==> src/rtl/rtcai_pkg.sv <==
package rtcai_pkg;

  // ==========================================================================
  // Timing
  localparam int CLK_HZ        = 50_000_000;
  localparam int SLOW_HZ       = 32_768;
  localparam int HALF_CYC      = CLK_HZ / (2 * SLOW_HZ);
  localparam int INC_DLY_US    = 92;
  localparam int INC_DLY_TICKS = INC_DLY_US * SLOW_HZ / 1_000_000;
  localparam int ADJ_MAX_US    = 3784;
  localparam int ADJ_MAX_TICKS = ADJ_MAX_US * SLOW_HZ / 1_000_000;
  localparam int ADJ_PERIOD_S  = 20;

  // ==========================================================================
  // Register indices; the byte address is four times the index.
  localparam logic [3:0] IDX_ALM_W = 4'h8;
  localparam logic [3:0] IDX_ALM_D = 4'hb;
  localparam logic [3:0] IDX_CTRL1 = 4'he;
  localparam logic [3:0] IDX_CTRL2 = 4'hf;

  localparam int C1_WEN   = 7;
  localparam int C1_DEN   = 6;
  localparam int C1_CKN_B = 4;
  localparam int C2_CKN_A = 3;
  localparam int C2_PFLAG = 2;
  localparam int C2_WFLAG = 1;
  localparam int C2_DFLAG = 0;

  localparam logic [2:0] SEL_OFF  = 3'h0;
  localparam logic [2:0] SEL_LOW  = 3'h1;
  localparam logic [2:0] SEL_2HZ  = 3'h2;
  localparam logic [2:0] SEL_1HZ  = 3'h3;
  localparam logic [2:0] SEL_SEC  = 3'h4;
  localparam logic [2:0] SEL_MIN  = 3'h5;
  localparam logic [2:0] SEL_HOUR = 3'h6;
  localparam logic [2:0] SEL_MON  = 3'h7;

  localparam logic [7:0] BCD_ZERO = 8'h00;
  localparam logic [7:0] DAY_ONE  = 8'h01;

  // ==========================================================================
  // Types
  typedef struct packed {
    logic [2:0] wday;
    logic [7:0] day;
    logic [7:0] hour;
    logic [7:0] min;
    logic [7:0] sec;
  } rtcai_time_t;

  typedef struct packed {
    logic [9:0]  div;
    logic        sq;
    logic [14:0] sub;
    logic [6:0]  hold;
    logic [4:0]  s20;
    logic        sec_inc;
  } rtcai_tb_t;

  typedef struct packed {
    logic        wen;
    logic        den;
    logic        ckn_a;
    logic        ckn_b;
    logic [2:0]  sel;
    logic        wflag;
    logic        dflag;
    logic        pflag;
    logic [7:0]  aw_min;
    logic [7:0]  aw_hour;
    logic [2:0]  aw_wday;
    logic [7:0]  ad_min;
    logic [7:0]  ad_hour;
    logic        wmatch_q;
    logic        dmatch_q;
    logic        inc_seen;
    logic        pready;
    logic        pslverr;
    logic [31:0] prdata;
    logic        irq_o;
    logic        irq_oe;
    logic        clk_out;
  } rtcai_state_t;

endpackage

==> src/rtl/rtcai_timebase.sv <==
`timescale 1ns/10ps
module rtcai_timebase
  import rtcai_pkg::*;
(
  input  wire logic              pclk,
  input  wire logic              presetn,
  input  wire logic              sec_write,
  input  wire logic              adj_en,
  input  wire logic signed [7:0] adj_ticks,
  output logic                   slow_sq,
  output logic [14:0]            sub,
  output logic                   sec_inc
);

  rtcai_tb_t  t;
  rtcai_tb_t  next_t;
  logic [7:0] mag;
  logic [6:0] lim;

  // ==========================================================================
  // Divider
  always_comb begin
    mag = adj_ticks[7] ? 8'(-adj_ticks) : 8'(adj_ticks);
    lim = (mag > 8'(ADJ_MAX_TICKS)) ? 7'(ADJ_MAX_TICKS) : mag[6:0];
    next_t = t;
    next_t.sec_inc = 1'b0;
    next_t.div = t.div + 10'h001;
    if (t.div == 10'(HALF_CYC - 1)) begin
      next_t.div = 10'h000;
      next_t.sq = ~t.sq;
      if (!t.sq) begin
        if (t.hold != 7'h00) begin
          next_t.hold = t.hold - 7'h01;
        end else if (t.sub == 15'h7fff) begin
          next_t.sub = 15'h0000;
          next_t.s20 = t.s20 + 5'h01;
          if (t.s20 == 5'(ADJ_PERIOD_S - 1)) begin
            next_t.s20 = 5'h00;
            // A shortened second skips its first ticks, so the increment
            // is issued at the wrap instead of after the usual delay.
            if (adj_en && adj_ticks[7] && lim != 7'h00) begin
              next_t.sub = 15'(lim);
              next_t.sec_inc = 1'b1;
            end else if (adj_en && !adj_ticks[7]) begin
              next_t.hold = lim;
            end
          end
        end else begin
          next_t.sub = t.sub + 15'h0001;
          next_t.sec_inc = (t.sub + 15'h0001 == 15'(INC_DLY_TICKS));
        end
      end
    end
    if (sec_write) begin
      next_t.div = 10'h000;
      next_t.sq = 1'b0;
      next_t.sub = 15'h0000;
      next_t.hold = 7'h00;
      next_t.sec_inc = 1'b0;
    end
  end

  always_ff @(posedge pclk or negedge presetn) begin
    if (!presetn) begin
      t <= '0;
    end else begin
      t <= next_t;
    end
  end

  assign slow_sq = t.sq;
  assign sub = t.sub;
  assign sec_inc = t.sec_inc;

endmodule

==> src/rtl/rtcai_core.sv <==
// Chosen here: register access over APB and the register offsets.
`timescale 1ns/10ps
module rtcai_core
  import rtcai_pkg::*;
(
  input  wire logic              pclk,
  input  wire logic              presetn,
  input  wire logic              psel,
  input  wire logic              penable,
  input  wire logic              pwrite,
  input  wire logic [7:0]        paddr,
  input  wire logic [31:0]       pwdata,
  output logic [31:0]            prdata,
  output logic                   pready,
  output logic                   pslverr,
  input  wire rtcai_time_t       now,
  input  wire logic              sec_write,
  input  wire logic              adj_en,
  input  wire logic signed [7:0] adj_ticks,
  input  wire logic              clkout_gate_pin,
  output logic                   sec_inc,
  output logic                   irq_n_out,
  output logic                   irq_n_oe,
  output logic                   slow_clock_out
);

  rtcai_state_t r;
  rtcai_state_t next_r;
  logic         slow_sq;
  logic [14:0]  sub;
  logic         setup;
  logic         acc;
  logic         wr_w;
  logic         wr_d;
  logic         wr_c1;
  logic         wr_c2;
  logic         mapped;
  logic         w_match;
  logic         d_match;
  logic         w_set;
  logic         d_set;
  logic         lvl_evt;
  logic         per_low;
  logic [31:0]  rdata;

  // ==========================================================================
  // Time base
  rtcai_timebase u_tb (
    .pclk      (pclk),
    .presetn   (presetn),
    .sec_write (sec_write),
    .adj_en    (adj_en),
    .adj_ticks (adj_ticks),
    .slow_sq   (slow_sq),
    .sub       (sub),
    .sec_inc   (sec_inc)
  );

  // ==========================================================================
  // Bus decode
  assign setup = psel && !penable;
  assign acc = psel && penable && r.pready && pwrite;
  assign mapped = (paddr[1:0] == 2'h0) &&
                  (paddr[5:2] == IDX_ALM_W || paddr[5:2] == IDX_ALM_D ||
                   paddr[5:2] == IDX_CTRL1 || paddr[5:2] == IDX_CTRL2) &&
                  (paddr[7:6] == 2'h0);
  assign wr_w = acc && mapped && paddr[5:2] == IDX_ALM_W;
  assign wr_d = acc && mapped && paddr[5:2] == IDX_ALM_D;
  assign wr_c1 = acc && mapped && paddr[5:2] == IDX_CTRL1;
  assign wr_c2 = acc && mapped && paddr[5:2] == IDX_CTRL2;

  always_comb begin
    rdata = 32'h0000_0000;
    case (paddr[5:2])
      IDX_ALM_W: rdata = {13'h0000, r.aw_wday, r.aw_hour, r.aw_min};
      IDX_ALM_D: rdata = {16'h0000, r.ad_hour, r.ad_min};
      IDX_CTRL1: begin
        rdata[C1_WEN] = r.wen;
        rdata[C1_DEN] = r.den;
        rdata[C1_CKN_B] = r.ckn_b;
        rdata[2:0] = r.sel;
      end
      IDX_CTRL2: begin
        rdata[C2_CKN_A] = r.ckn_a;
        rdata[C2_PFLAG] = r.pflag;
        rdata[C2_WFLAG] = r.wflag;
        rdata[C2_DFLAG] = r.dflag;
      end
      default: rdata = 32'h0000_0000;
    endcase
    if (!mapped) begin
      rdata = 32'h0000_0000;
    end
  end

  // ==========================================================================
  // Alarm and periodic logic
  assign w_match = (now.wday == r.aw_wday) && (now.hour == r.aw_hour) &&
                   (now.min == r.aw_min);
  assign d_match = (now.hour == r.ad_hour) && (now.min == r.ad_min);
  // Only the first cycle of a match sets a flag, so an alarm re-enabled while
  // its time already matches waits for the next occurrence.
  assign w_set = w_match && !r.wmatch_q && r.wen;
  assign d_set = d_match && !r.dmatch_q && r.den;

  // The counters show the new time one cycle after the increment pulse.
  always_comb begin
    lvl_evt = 1'b0;
    if (r.inc_seen) begin
      case (r.sel)
        SEL_SEC:  lvl_evt = 1'b1;
        SEL_MIN:  lvl_evt = (now.sec == BCD_ZERO);
        SEL_HOUR: lvl_evt = (now.sec == BCD_ZERO) && (now.min == BCD_ZERO);
        SEL_MON:  lvl_evt = (now.sec == BCD_ZERO) && (now.min == BCD_ZERO) &&
                            (now.hour == BCD_ZERO) && (now.day == DAY_ONE);
        default:  lvl_evt = 1'b0;
      endcase
    end
  end

  always_comb begin
    case (r.sel)
      SEL_OFF: per_low = 1'b0;
      SEL_LOW: per_low = 1'b1;
      SEL_2HZ: per_low = !sub[13];
      SEL_1HZ: per_low = !sub[14];
      default: per_low = r.pflag;
    endcase
  end

  // ==========================================================================
  // Next state
  always_comb begin
    next_r = r;
    next_r.pready = setup;
    next_r.pslverr = setup && !mapped;
    if (setup) begin
      next_r.prdata = rdata;
    end
    if (wr_w) begin
      next_r.aw_min = pwdata[7:0];
      next_r.aw_hour = pwdata[15:8];
      next_r.aw_wday = pwdata[18:16];
    end
    if (wr_d) begin
      next_r.ad_min = pwdata[7:0];
      next_r.ad_hour = pwdata[15:8];
    end
    if (wr_c1) begin
      next_r.wen = pwdata[C1_WEN];
      next_r.den = pwdata[C1_DEN];
      next_r.ckn_b = pwdata[C1_CKN_B];
      next_r.sel = pwdata[2:0];
    end
    if (wr_c2) begin
      next_r.ckn_a = pwdata[C2_CKN_A];
    end
    // Writing 1 leaves a flag alone; a set in the same cycle beats a clear.
    next_r.wflag = w_set || (r.wflag && !(wr_c2 && !pwdata[C2_WFLAG]));
    next_r.dflag = d_set || (r.dflag && !(wr_c2 && !pwdata[C2_DFLAG]));
    next_r.pflag = lvl_evt || (r.pflag && !(wr_c2 && !pwdata[C2_PFLAG]));
    next_r.wmatch_q = w_match;
    next_r.dmatch_q = d_match;
    next_r.inc_seen = sec_inc;
    next_r.irq_o = 1'b0;
    next_r.irq_oe = per_low || (r.wflag && r.wen) || (r.dflag && r.den);
    next_r.clk_out = slow_sq && clkout_gate_pin && !(r.ckn_a && r.ckn_b);
  end

  always_ff @(posedge pclk or negedge presetn) begin
    if (!presetn) begin
      r <= '0;
    end else begin
      r <= next_r;
    end
  end

  assign prdata = r.prdata;
  assign pready = r.pready;
  assign pslverr = r.pslverr;
  assign irq_n_out = r.irq_o;
  assign irq_n_oe = r.irq_oe;
  assign slow_clock_out = r.clk_out;
endmodule

==> config.mk <==
export PLATFORM = sky130hd
export DESIGN_NAME = rtcai_core
export DESIGN_NICKNAME = d
export VERILOG_FILES = /design/src/rtl/rtcai_pkg.sv /design/src/rtl/rtcai_timebase.sv /design/src/rtl/rtcai_core.sv
export SDC_FILE = /design/constraint.sdc
export NUM_CORES = 1
export LEC_CHECK = 0
export BUFFER_PORTS_ARGS = -buffer_cell sky130_fd_sc_hd__buf_4
export CORE_MARGIN = 2
export CORE_UTILIZATION = 40
export DETAILED_ROUTE_END_ITERATION = 16
export GPL_TIMING_DRIVEN = 0
export SYNTH_ARGS = -nofsm -noshare
export SYNTH_HDL_FRONTEND = slang
export SYNTH_SLANG_ARGS = --single-unit
==> constraint.sdc <==
create_clock -name pclk -period 5.15 [get_ports pclk]
set_clock_uncertainty 0.05 [all_clocks]
set_input_delay 0.515 -clock pclk [delete_from_list [all_inputs] [get_ports pclk]]
set_output_delay 0.515 -clock pclk [all_outputs]
set_load 0.005 [all_outputs]
==> impl.org <==
** Yosys
- In this run, synthesis produced a sequential element count of 110.
- Synth unique cells :: 84
- Dividing the synthesized area by the synthesized cell count gives a little over 10 µm².
- The cell count after synthesis came out at 644.
- After synthesis the cells add up to between 6000 and 7000 µm².
- Among all flip-flop cells after synthesis, the most frequent one is sky130_fd_sc_hd__dfrtp_1.
- Number of flops mapped to enable cells by yosys :: 0
- The share of the Yosys chip area taken by registers is 0.421.
- During synthesis, Yosys emitted a total of 0 warnings.
- Counting flops with an async set or reset pin after synthesis yields a share of 1.00.
- Main combinational cell family by area after synthesis :: simple AND/OR/NAND/NOR gates
- After synthesis, the share of cell area in mux cells is 0.0806.
- Post-synthesis compound-gate area fraction :: 0.129
- Of the total synthesized cell area, the portion taken by XOR and XNOR cells is 0.0722.
- Synthesized-area fraction occupied by adder cells :: 0.0172
- Of the total synthesized cell area, the portion taken by AND, OR, NAND and NOR gates is 0.200.

** Clock network
- TritonCTS built the clock tree.
- The clock passes through at most 2 buffers.
- Latest clock arrival within the worst-skew pair :: between 300 and 400 ps
- Clk slew on worst S/H paths :: around 80 ps
- Depth of the CTS H-tree :: 3
- Clock sink total :: 110
- Number of buffers added for setup after CTS :: 0
- TritonCTS Buffers :: 9
- Post-CTS repair changed the size of 0 cells.
- Cell at the root of the clock tree :: sky130_fd_sc_hd__clkbuf_16

** Worst setup path
- The signal on the critical path passes through ha_1 -> clkbuf_1 -> nand3_1 -> or4_4 -> nor2_2 -> nand3_1 -> o21ai_1 -> o211ai_1.
- The worst register-to-register path has a depth of 8.
- Internal reg-to-reg setup slack :: around 2600 ps
- STA classifies the critical path endpoint as a flop.
- The largest single stage delay on the critical path is 480 ps.
- Startpoint of the worst register-to-register path :: u_tb.sub[0]$_DFFE_PN0P_
- FF-to-FF End :: u_tb.t[5]$_DFFE_PN0P_
- The critical path is of the reg2reg type.
- Top Family by Delay on Critical Path :: simple AND/OR/NAND/NOR gates
- Of all nets on the critical path, the largest fanout is 10.
- On the critical path, the stage with the largest delay is an instance of sky130_fd_sc_hd__or4_4.
- Critical path's most frequent cell :: sky130_fd_sc_hd__nand3_1
- STA puts the critical path data arrival time at between 2000 and 3000 ps.
- Startpoint type of the worst setup path :: flop
- Together, buffers and inverters on the worst path number 1.
- Crit path required time :: approximately 5300 ps

** Floorplanning
- Initial cell density of the core :: 0.410
- The floorplan step set the die width to 132 µm.
- Die area :: roughly 17000 µm²
- roughly 130 I/O pins were placed.
- Row generation in the floorplan step produced 46 rows.
- Die height :: about 130 µm
- Core Box Area :: about 16000 µm²

** STA
- Timing would allow up to a little under 0.4 GHz.
- Max_slew headroom :: 0.358
- After layout, the worst setup slack is ~2600 ps.
- Final count of negative-setup-slack endpoints :: 0
- Setup repair after global routing left no endpoint under its margin.
- Final Hold Fails :: 0
- The clock period could shrink to 2600 ps.
- Total Neg Setup Slack :: 0 ps
- Max-slew violation count :: 0
- Final cycle utilization of the critical path :: 0.505
- WHS :: roughly 320 ps
- At the pin with the least slew margin, the transition time is approximately 960 ps.

** Worst hold path
- Terminating pin of the worst hold path :: r[58]$_DFFE_PN0P_
- The worst hold path was traced through 2 stages.
- The worst hold path begins at pwdata[18].
- Worst hold-check path type :: in2reg

** GRT
- Global-route congestion overflow total :: 0
- Pin count of the biggest net entering global routing :: about 110
- Initial antenna violation count :: 0
- The via count of the first global-routing pass is around 5100.
- In the global route stage, overall resource usage came out at 0.193.
- The first global-routing pass estimated between 20 and 30 mm of wire.

** Layout
- Antenna diode instance count :: 0
- Of the cells placed in the final design, the portion with a size suffix greater than 1 is 0.267.
- The filler cells instantiated in the layout total 1489.
- Net count of the finished layout :: 869
- Combined area of the multi-input logic cells :: approximately 3300 µm²
- Sequential cell area :: between 2000 and 3000 µm²
- Compared with the post-synthesis result, the final layout area differs by 21.5%.

** Pwr
- Summed over all cells, the static leakage comes to about 3.7 nW.
- Power spread over the standard cell area amounts to roughly 220 nW/µm².
- VDD IR-drop max :: ~0.00017 V

** Detailed routing
- Remaining antenna violation count :: 0
- Number of design rule violations left after detail routing :: 0
- Ratio of routed vias to standard cells :: between 5 and 6
- Routed WL :: between 15 and 20 mm
- For this block, the via count after detailed routing is between 5000 and 6000.
- The first routing iteration left 429 violations.
- First-pass iteration count of the detailed router :: 7
- Dividing the detail-routed wire length by the instance count gives 16.7 µm.

** Placed design
- Input/output buffers :: between 90 and 100
- Setup WS pre-CTS :: approximately 2400 ps
- At the end of routability-driven placement, the weighted congestion stood at a little under 0.9.
- Once detailed placement completed, the half-perimeter wirelength came to ~12 mm.

** Outcome
- Outcome :: finished clean

** Run
- # Max-Cap Violations :: 0
-- flip-flops by register name (all words and copies together), names as in the netlist --
| signal | count |
|---|---|
| irq_n_oe | 1 |
| prdata | 19 |
| pready | 1 |
| pslverr | 1 |
| r | 48 |
| slow_clock_out | 1 |
| u_tb.sec_inc | 1 |
| u_tb.slow_sq | 1 |
| u_tb.sub | 15 |
| u_tb.t | 22 |
-- metal layers --
layer / routed length, µm / GRT usage / vias to the layer above
li1: - / - / 2560
met1: 7240 / 0.257 / 2610
met2: 8020 / 0.319 / 173
met3: 867 / 0.0311 / 24
met4: 431 / 0.0713 / 0
met5: 0 / 0 / -
-- kinds of logic after synthesis --
logic type	count (synthesis)
other	1
adder cells (fa/ha/maj)	9
flip-flops	110
buffers and inverters	80
AO/OA/AOI/OAI	120
AND/OR/NAND/NOR	224
XOR/XNOR	53
multiplexers	47
-- where the power goes --
part | switching [mW] | total (mW) | internal, mW
combinational | 0.0924 | 0.174 | 0.0819
sequential | 0.00334 | 0.870 | 0.866
clock | 0.340 | 0.716 | 0.376
total | 0.436 | 1.76 | 1.32
-- what timing repair did --
action                                  4_1_cts  5_1_grt
hold buffers                                  0        1
endpoints found under the setup margin        0        0
hold endpoints to repair                      0       11
-- cell usage after synthesis, types with 4 or more instances --
library cell | n | share of area
sky130_fd_sc_hd__nand4_1 | 18 | 0.017
sky130_fd_sc_hd__buf_4 | 36 | 0.041
sky130_fd_sc_hd__xor2_1 | 29 | 0.039
sky130_fd_sc_hd__a222oi_1 | 13 | 0.020
sky130_fd_sc_hd__buf_6 | 5 | 0.0086
sky130_fd_sc_hd__nand3b_1 | 5 | 0.0057
sky130_fd_sc_hd__ha_1 | 9 | 0.017
sky130_fd_sc_hd__mux2_2 | 17 | 0.029
sky130_fd_sc_hd__a22o_1 | 7 | 0.0094
sky130_fd_sc_hd__inv_1 | 23 | 0.013
sky130_fd_sc_hd__mux2_1 | 28 | 0.048
sky130_fd_sc_hd__nor3_2 | 5 | 0.0077
sky130_fd_sc_hd__nand3_1 | 19 | 0.015
sky130_fd_sc_hd__nor3_1 | 10 | 0.0077
sky130_fd_sc_hd__o21ai_0 | 24 | 0.018
sky130_fd_sc_hd__xnor2_1 | 23 | 0.031
sky130_fd_sc_hd__nor3b_1 | 5 | 0.0057
sky130_fd_sc_hd__a31oi_1 | 4 | 0.0038
sky130_fd_sc_hd__a21oi_1 | 24 | 0.018
sky130_fd_sc_hd__nand2_1 | 47 | 0.027
sky130_fd_sc_hd__and3_1 | 7 | 0.0067
sky130_fd_sc_hd__nor2_1 | 37 | 0.021
sky130_fd_sc_hd__nand2b_1 | 4 | 0.0038
sky130_fd_sc_hd__or3_1 | 5 | 0.0048
sky130_fd_sc_hd__or2_1 | 5 | 0.0048
sky130_fd_sc_hd__o21ai_1 | 10 | 0.0077
sky130_fd_sc_hd__buf_2 | 6 | 0.0046
sky130_fd_sc_hd__nor4_1 | 18 | 0.017
sky130_fd_sc_hd__nor2b_1 | 8 | 0.0077
sky130_fd_sc_hd__clkbuf_1 | 6 | 0.0034
sky130_fd_sc_hd__o31ai_1 | 5 | 0.0057
sky130_fd_sc_hd__dfrtp_1 | 110 | 0.42
-- metrics by stage --
step                total power [mW]  area (µm²)  instances  utilization
floorplan                      0.962        6580        657            -
global placement                1.06        7600        972        0.476
finish                          1.76        7940        990        0.498
CTS                             1.77        7900        988        0.495
global route                    1.83        7940        990        0.498
detailed placement              1.06        7600        972        0.476
-- cell type report --
class | instances | area share
inverter | 24 | 0.0113
multi-input combinational | 467 | 0.418
timing repair buffer | 101 | 0.0988
buffer | 56 | 0.0534
sequential | 110 | 0.347
clock inverter | 4 | 0.00457
clock buffer | 12 | 0.0336
tap | 216 | 0.0340
-- how the worst max path moves through the flow --
stage | startpoint | end | slack [ps] | cells past startpoint
floorplan | paddr[4] | r[58]$_DFFE_PN0P_ | 2890 | 6
global placement | paddr[3] | r[67]$_DFFE_PN0P_ | 2320 | 6
detailed placement | paddr[3] | r[67]$_DFFE_PN0P_ | 2350 | 6
CTS | u_tb.sub[0]$_DFFE_PN0P_ | u_tb.t[5]$_DFFE_PN0P_ | 2570 | 8
global route | u_tb.sub[0]$_DFFE_PN0P_ | u_tb.t[11]$_DFFE_PN0P_ | 2340 | 8
finish | u_tb.sub[0]$_DFFE_PN0P_ | u_tb.t[5]$_DFFE_PN0P_ | 2550 | 8
-- layout by cell type, fill, tap and decap left out, types with 10 or more instances in the layout --
cell / instances
sky130_fd_sc_hd__buf_4: 134
sky130_fd_sc_hd__dfrtp_1: 110
sky130_fd_sc_hd__nand2_1: 47
sky130_fd_sc_hd__nor2_1: 37
sky130_fd_sc_hd__xor2_1: 29
sky130_fd_sc_hd__mux2_1: 28
sky130_fd_sc_hd__o21ai_0: 24
sky130_fd_sc_hd__a21oi_1: 24
sky130_fd_sc_hd__inv_1: 23
sky130_fd_sc_hd__xnor2_1: 23
sky130_fd_sc_hd__nand3_1: 19
sky130_fd_sc_hd__nand4_1: 18
sky130_fd_sc_hd__nor4_1: 18
sky130_fd_sc_hd__mux2_2: 17
sky130_fd_sc_hd__conb_1: 14
sky130_fd_sc_hd__a222oi_1: 13
sky130_fd_sc_hd__nor3_1: 10
sky130_fd_sc_hd__o21ai_1: 10
Note: power is estimated with default switching activity, not from simulation.
